File: config.mk
export PLATFORM = sky130hd
export DESIGN_NAME = sbs_top
export DESIGN_NICKNAME = d
export VERILOG_FILES = /design/src/verilog/sbs_rate_gen.v /design/src/verilog/sbs_status.v /design/src/verilog/sbs_top.v
export VERILOG_INCLUDE_DIRS = /design/src /design/src/verilog
export SDC_FILE = /design/constraint.sdc
export NUM_CORES = 1
export LEC_CHECK = 0
export BUFFER_PORTS_ARGS = -buffer_cell sky130_fd_sc_hd__buf_2
export CELL_PAD_IN_SITES_DETAIL_PLACEMENT = 0
export CELL_PAD_IN_SITES_GLOBAL_PLACEMENT = 1
export CORE_MARGIN = 5
export CORE_UTILIZATION = 45
export CTS_BUF_LIST = sky130_fd_sc_hd__clkbuf_4 sky130_fd_sc_hd__clkbuf_8
export DETAILED_ROUTE_END_ITERATION = 8
export PLACE_DENSITY = 0.91
export SETUP_SLACK_MARGIN = 0.1
export SLEW_MARGIN = 20
export SYNTH_ARGS = -nofsm -noshare
export SYNTH_HDL_FRONTEND = slang
export SYNTH_SLANG_ARGS = --single-unit
export TNS_END_PERCENT = 10
File: constraint.sdc
create_clock -name clk_sys -period 7.22 [get_ports clk_sys]
set_input_delay 0.361 -clock clk_sys [delete_from_list [all_inputs] [get_ports clk_sys]]
set_output_delay 0.361 -clock clk_sys [all_outputs]
set_load 0.05 [all_outputs]
File: src/verilog/sbs_map.vh
// Summary of operation
// divisor is (prescale plus one) times two to the (exponent plus one)
// serial clock runs at bus clock divided by the divisor
// in master mode a change of either rate field aborts and idles engine
// rate register reads and writes anytime; reserved bit stays zero
// status register writes have no effect; reads allowed anytime
// receive-complete bit 7 sets when received byte lands in data register
// receive-complete clears after status read with it set, then data read
// transmit-empty bit 5 high while transmit register empty; one at reset
// data accepted, transmit-empty cleared, only after status read then data write
// data write without prior status read showing transmit-empty is ignored
// mode fault bit 4 sets when select goes low in master with detect on
// mode fault clears after status read with it set, then control-1 write
// interrupt requested when mode fault set and receive/fault enable set
// interrupt requested while transmit-empty set and its enable is one
// clearing port enable idles engine and resets all status flags
// serial clock toggles every half divisor, one period spans the divisor
`ifndef SBS_MAP_VH
`define SBS_MAP_VH
`define SBS_ADDR_W 8
`define SBS_OFF_CTRL1 8'he8
`define SBS_OFF_RATE 8'hea
`define SBS_OFF_STATUS 8'heb
`define SBS_OFF_DATA 8'hed
`define SBS_RATE_MASK 8'h77
`define SBS_RATE_RESET 8'h00
`define SBS_STATUS_RESET 8'h20
`define SBS_BIT_RXC 7
`define SBS_BIT_TXE 5
`define SBS_BIT_MODE_FAULT_FLAG 4
`define SBS_PRE_LSB 4
`define SBS_EXP_LSB 0
`define SBS_FIELD_W 3
`define SBS_DIV_W 12
`endif

File: src/verilog/sbs_rate_gen.v
`timescale 1ns/1ps
`default_nettype none
`include "sbs_map.vh"
module sbs_rate_gen
(
  // clock and reset
  input wire clk_sys,
  input wire rst,
  // control
  input wire run,
  input wire [`SBS_FIELD_W-1:0] prescale,
  input wire [`SBS_FIELD_W-1:0] exponent,
  // serial clock
  output reg sclk,
  output reg sclk_edge
);
  wire [`SBS_DIV_W-1:0] half_div;
  reg [`SBS_DIV_W-1:0] count;
  // half of (p+1)*2^(e+1) is (p+1)<<e
  assign half_div = {{(`SBS_DIV_W-`SBS_FIELD_W-1){1'b0}}, {1'b0, prescale} + 4'h1} << exponent;
  always @(posedge clk_sys)
  begin
    if (rst || !run)
    begin
      count <= {`SBS_DIV_W{1'b0}};
      sclk <= 1'b0;
      sclk_edge <= 1'b0;
    end
    else if (count == half_div - 12'h001)
    begin
      count <= {`SBS_DIV_W{1'b0}};
      sclk <= ~sclk;
      sclk_edge <= 1'b1;
    end
    else
    begin
      count <= count + 12'h001;
      sclk_edge <= 1'b0;
    end
  end
endmodule // sbs_rate_gen
`default_nettype wire

File: src/verilog/sbs_status.v
`timescale 1ns/1ps
`default_nettype none
`include "sbs_map.vh"
module sbs_status
(
  // clock and reset
  input wire clk_sys,
  input wire rst,
  input wire port_enable,
  // events
  input wire rx_done,
  input wire fault_set,
  input wire tx_taken,
  // software accesses
  input wire status_rd,
  input wire data_rd,
  input wire data_wr,
  input wire ctrl1_wr,
  // flags
  output reg rx_complete_flag,
  output reg tx_empty_flag,
  output reg mode_fault_flag,
  output wire tx_accept
);
  reg rx_armed;
  reg tx_armed;
  reg mf_armed;
  // a status read in the same cycle cannot arm; strobes never overlap anyway
  assign tx_accept = data_wr && tx_armed && tx_empty_flag;
  always @(posedge clk_sys)
  begin
    if (rst || !port_enable)
    begin
      rx_complete_flag <= 1'b0;
      tx_empty_flag <= 1'b1;
      mode_fault_flag <= 1'b0;
      rx_armed <= 1'b0;
      tx_armed <= 1'b0;
      mf_armed <= 1'b0;
    end
    else
    begin
      if (status_rd)
      begin
        rx_armed <= rx_complete_flag;
        tx_armed <= tx_empty_flag;
        mf_armed <= mode_fault_flag;
      end
      // set wins over clear
      if (rx_done)
        rx_complete_flag <= 1'b1;
      else if (data_rd && rx_armed)
        rx_complete_flag <= 1'b0;
      if (data_rd)
        rx_armed <= 1'b0;
      if (tx_taken)
        tx_empty_flag <= 1'b1;
      else if (tx_accept)
        tx_empty_flag <= 1'b0;
      if (tx_accept)
        tx_armed <= 1'b0;
      if (fault_set)
        mode_fault_flag <= 1'b1;
      else if (ctrl1_wr && mf_armed)
        mode_fault_flag <= 1'b0;
      if (ctrl1_wr)
        mf_armed <= 1'b0;
    end
  end
endmodule // sbs_status
`default_nettype wire

File: src/verilog/sbs_top.v
`timescale 1ns/1ps
`default_nettype none
`include "sbs_map.vh"
module sbs_top
(
  // clock and reset
  input wire clk_sys,
  input wire rst,
  // register port
  input wire [`SBS_ADDR_W-1:0] reg_addr,
  input wire [7:0] reg_wdata,
  input wire reg_wr,
  input wire reg_rd,
  output reg [7:0] reg_rdata,
  // control from the rest of the port
  input wire port_enable,
  input wire master_mode,
  input wire fault_detect_enable,
  input wire rx_fault_irq_enable,
  input wire tx_empty_irq_enable,
  input wire ss_in_n,
  // engine side
  input wire xfer_active,
  input wire rx_byte_done,
  input wire tx_loaded,
  output wire engine_abort,
  output wire tx_data_valid,
  output reg [7:0] tx_data,
  // serial clock and flags
  output wire sclk,
  output wire sclk_edge,
  output wire [7:0] status_register,
  output wire irq
);
  reg [7:0] rate_select_register;
  reg ss_prev_n;
  wire rate_wr;
  wire rate_change;
  wire fault_set;
  wire rx_complete_flag;
  wire tx_empty_flag;
  wire mode_fault_flag;
  wire sel_status;
  wire sel_data;
  assign sel_status = reg_addr == `SBS_OFF_STATUS;
  assign sel_data = reg_addr == `SBS_OFF_DATA;
  assign rate_wr = reg_wr && reg_addr == `SBS_OFF_RATE;
  assign rate_change = rate_wr &&
    ((reg_wdata & `SBS_RATE_MASK) != rate_select_register);
  assign engine_abort = !port_enable || (master_mode && rate_change);
  // fault on the falling select edge only
  assign fault_set = port_enable && master_mode && fault_detect_enable &&
    ss_prev_n && !ss_in_n;
  assign status_register = {rx_complete_flag, 1'b0, tx_empty_flag, mode_fault_flag, 4'h0};
  assign irq = (mode_fault_flag && rx_fault_irq_enable) || (rx_complete_flag && rx_fault_irq_enable)
    || (tx_empty_flag && tx_empty_irq_enable);
  always @(posedge clk_sys)
  begin
    if (rst)
    begin
      rate_select_register <= `SBS_RATE_RESET;
      ss_prev_n <= 1'b1;
      reg_rdata <= 8'h00;
      tx_data <= 8'h00;
    end
    else
    begin
      ss_prev_n <= ss_in_n;
      if (rate_wr)
        rate_select_register <= reg_wdata & `SBS_RATE_MASK;
      if (tx_data_valid)
        tx_data <= reg_wdata;
      reg_rdata <= 8'h00;
      if (reg_rd)
      begin
        case (reg_addr)
          `SBS_OFF_RATE: reg_rdata <= rate_select_register;
          `SBS_OFF_STATUS: reg_rdata <= status_register;
          default: reg_rdata <= 8'h00;
        endcase
      end
    end
  end
  sbs_rate_gen sbs_rate_gen_inst
  (
    .clk_sys(clk_sys),
    .rst(rst),
    .run(port_enable && master_mode && xfer_active && !engine_abort),
    .prescale(rate_select_register[`SBS_PRE_LSB+2:`SBS_PRE_LSB]),
    .exponent(rate_select_register[`SBS_EXP_LSB+2:`SBS_EXP_LSB]),
    .sclk(sclk),
    .sclk_edge(sclk_edge)
  );
  sbs_status sbs_status_inst
  (
    .clk_sys(clk_sys),
    .rst(rst),
    .port_enable(port_enable),
    .rx_done(rx_byte_done),
    .fault_set(fault_set),
    .tx_taken(tx_loaded),
    .status_rd(reg_rd && sel_status),
    .data_rd(reg_rd && sel_data),
    .data_wr(reg_wr && sel_data),
    .ctrl1_wr(reg_wr && reg_addr == `SBS_OFF_CTRL1),
    .rx_complete_flag(rx_complete_flag),
    .tx_empty_flag(tx_empty_flag),
    .mode_fault_flag(mode_fault_flag),
    .tx_accept(tx_data_valid)
  );
endmodule // sbs_top
`default_nettype wire
==> impl_metrics.yaml <==
run_status:
  status: "completed"
route:
  vias: 2197
  antenna_left: 0
  wl_mm: 5.70
  vias_per_cell: 5.26
  wire_per_inst_um: 13.6
  drt_first_pass_iters: 4
  drt_iter0_drc: 147
  drc: 0
timing:
  max_freq_mhz: 288
  setup_violations: 0
  fin_setup_tns_ns: 0
  maxSlewViolCount: 0
  finalCritPeriodShare_pct: 48.1
  worst_slew_pin_slew_ns: 0.979
  fin_crit_ns: 3.48
  rsz0062_at_grt: "no"
  hold_violations: 0
  slew_headroom_pct: 34.5
  skew_ns: 0.00351
worst_setup_path:
  worstSetupStartpointType: "flop"
  r2r_cells: 10
  cpPeakStageDelay_ns: 0.57
  cp.arrival_ns: 3.64
  critical_path_class: "reg2reg"
  endpoint_kind: "flop"
  critPathTopFamily: "compound AO/OA/AOI/OAI gates"
  crit_chain: "ha_1 > xor2_4 > o21ai_1 > o211ai_1 > xnor2_1 > or3_1 > a2111oi_4 > o2111ai_2 > o21bai_2 > nor2_1"
  rr_startpoint: "rate_select_register[4]"
  required_ns: 7.39
  crit_path_max_fanout: 13
  path_buf_inv: 0
  slowest_stage: "dfxtp_1"
  ff2ff_setup_slack_ns: 3.74
  rr_endpoint: "sbs_rate_gen_inst.count[8]"
placed_design:
  place_area_um2: 2810
  routabilityCongestion: 0.813
  dp_hpwl_mm: 4.47
  port_buffers: 51
clocking:
  cts_made_buffers: 5
  root_buffer: "clkbuf_8"
  cts-htree-levels: 2
  clkLatencyLatePin_ns: 0.29
  cts.path.max_buffers: 2
  cts_tree: "built"
  hold_buffers: 0
  cts_resized: 0
  cts_sinks: 42
  post_cts_buffers: 0
  path_clk_slew_ns: 0.08
power:
  peakVddDrop_mv: 0.0774
  power_density_nw_per_um2: 155
  power_leakage_nw: 1.17
floorplanning:
  die-area_um2: 7380
  fp.dieH_um: 85.9
  core_area_um2: 5540
  rows: 27
  io_pins: 58
  start_util_pct: 46.8
  fp.dieW_um: 85.9
finish:
  final_area_um2: 2930
  antennaDiodeCount: 0
  syn2layout_area_growth_pct: 12.9
  fillerInstances: 569
  drive_above_1_share_pct: 20.8
  nets: 377
worst_hold_path:
  hold_class: "in2reg"
  min_delay_path_depth: 2
  min_from: "ss_in_n"
  holdPathEnd: "ss_prev_n"
grt:
  grt_max_degree: 22
  antenna_found_initial: 0
  grt-ovfl-total: 0
  grt_use_total_pct: 16.0
  grt_first_pass_wirelength_mm: 9.58
  grt_pass1_vias: 2006
synthesis:
  synth_cell_types: 58
  yosys.cell_count.top_type: "nor2_1"
  ys_warn_count: 0
  synth_top_area_share_pct: 32.4
  ys.flop_type: "dfxtp_1"
  synth-edff-count: 0
  ys_top_cells_by_count: "nor2_1 (46), dfxtp_1 (42), mux2i_1 (18), xnor2_1 (18), nand2_1 (15)"
  syn_area_um2: 2590
  synthesis.instances: 306
  avgSynthCellArea_um2: 8.48
  ys_seq_area_share_pct: 32.4
  synthTopCellsByArea: "dfxtp_1 (32%), mux2i_1 (6.9%), nor2_1 (6.7%)"
  synth_top_cell_by_area: "dfxtp_1"
  async_reset_ff_share_pct: 0
  ys_ff_latch: 42
run:
  maxCapViolCount: 0
## per-layer routing
metal  wire [um]  global-route usage (%)  vias up
met5           0                       0        -
met4          66                    4.60        0
met3         352                    3.36        6
met2        2560                    24.7       53
met1        2720                    22.3      997
li1            -                       -     1141
## state kept, by name, indices dropped and copies added, names as in the netlist
register	cells
sbs_rate_gen_inst.count	12
tx_data	8
reg_rdata	7
rate_select_register	6
sbs_rate_gen_inst.sclk	1
sbs_rate_gen_inst.sclk_edge	1
sbs_status_inst.mf_armed	1
sbs_status_inst.mode_fault_flag	1
sbs_status_inst.rx_armed	1
sbs_status_inst.rx_complete_flag	1
sbs_status_inst.tx_armed	1
sbs_status_inst.tx_empty_flag	1
ss_prev_n	1
## worst max-delay path by stage
stage | cells after the start | start | slack (ns) | endpoint
after CTS | 9 | rate_select_register[4] | 3.76 | sbs_rate_gen_inst.count[11]
after detailed placement | 9 | rate_select_register[4] | 3.77 | sbs_rate_gen_inst.count[11]
final | 10 | rate_select_register[4] | 3.74 | sbs_rate_gen_inst.count[8]
after floorplan | 9 | rate_select_register[5] | 4.24 | sbs_rate_gen_inst.count[10]
after global routing | 10 | rate_select_register[4] | 3.39 | sbs_rate_gen_inst.count[2]
after global placement | 8 | rate_select_register[4] | 3.87 | sbs_rate_gen_inst.count[9]
## report_power, final
group	switching (mW)	internal (mW)	leakage (nW)
sequential	0.000822	0.232	0.339
combinational	0.0223	0.0112	0.778
clock	0.0814	0.107	0.0548
## metrics by stage
step	std cells	setup WS, ns	hold WS [ns]	utilization (%)	total power [mW]
final	418	3.74	0.259	52.8	0.455
after global routing	418	3.39	0.253	52.8	0.474
after CTS	418	3.76	0.251	52.8	0.460
after detailed placement	410	3.77	0.476	50.8	0.272
after global placement	410	3.87	0.468	50.8	0.272
after floorplan	311	4.24	0.446	-	0.263
## placed cells by master (no fill, tap or decap), drive strengths merged, types with 8 or more instances in the layout
cell   instances
a21oi          8
buf           51
dfxtp         42
inv            9
mux2i         18
nand2         15
nand3         11
nor2          46
nor2b          8
nor3          11
o21ai         11
xnor2         18
xor2          14
## worst reg2reg max path: stages, from the launching register on
cell,delay (ns)
dfxtp_1,0.57
ha_1,0.35
xor2_4,0.13
o21ai_1,0.30
o211ai_1,0.27
xnor2_1,0.22
or3_1,0.37
a2111oi_4,0.38
o2111ai_2,0.21
o21bai_2,0.46
nor2_1,0.10
## cells by family after synthesis
family                   count (synthesis)  share of synthesized area [%]
adder cells (fa/ha/maj)                  3                           1.45
other                                    1                          0.145
XOR/XNOR                                32                           11.5
flip-flops                              42                           32.4
buffers and inverters                   33                           6.85
multiplexers                            21                           8.68
AO/OA/AOI/OAI                           49                           14.3
AND/OR/NAND/NOR                        125                           24.6
## area by class of cell
class | count | area [um^2] | area share, %
inverter | 9 | 33.8 | 1.15
multi-input combinational | 236 | 1590 | 54.4
tap | 72 | 90.1 | 3.08
clock inverter | 2 | 37.5 | 1.28
clock buffer | 6 | 76.3 | 2.61
timing repair buffer | 51 | 255 | 8.72
sequential | 42 | 841 | 28.7
Power figures use the tool's default switching activity.
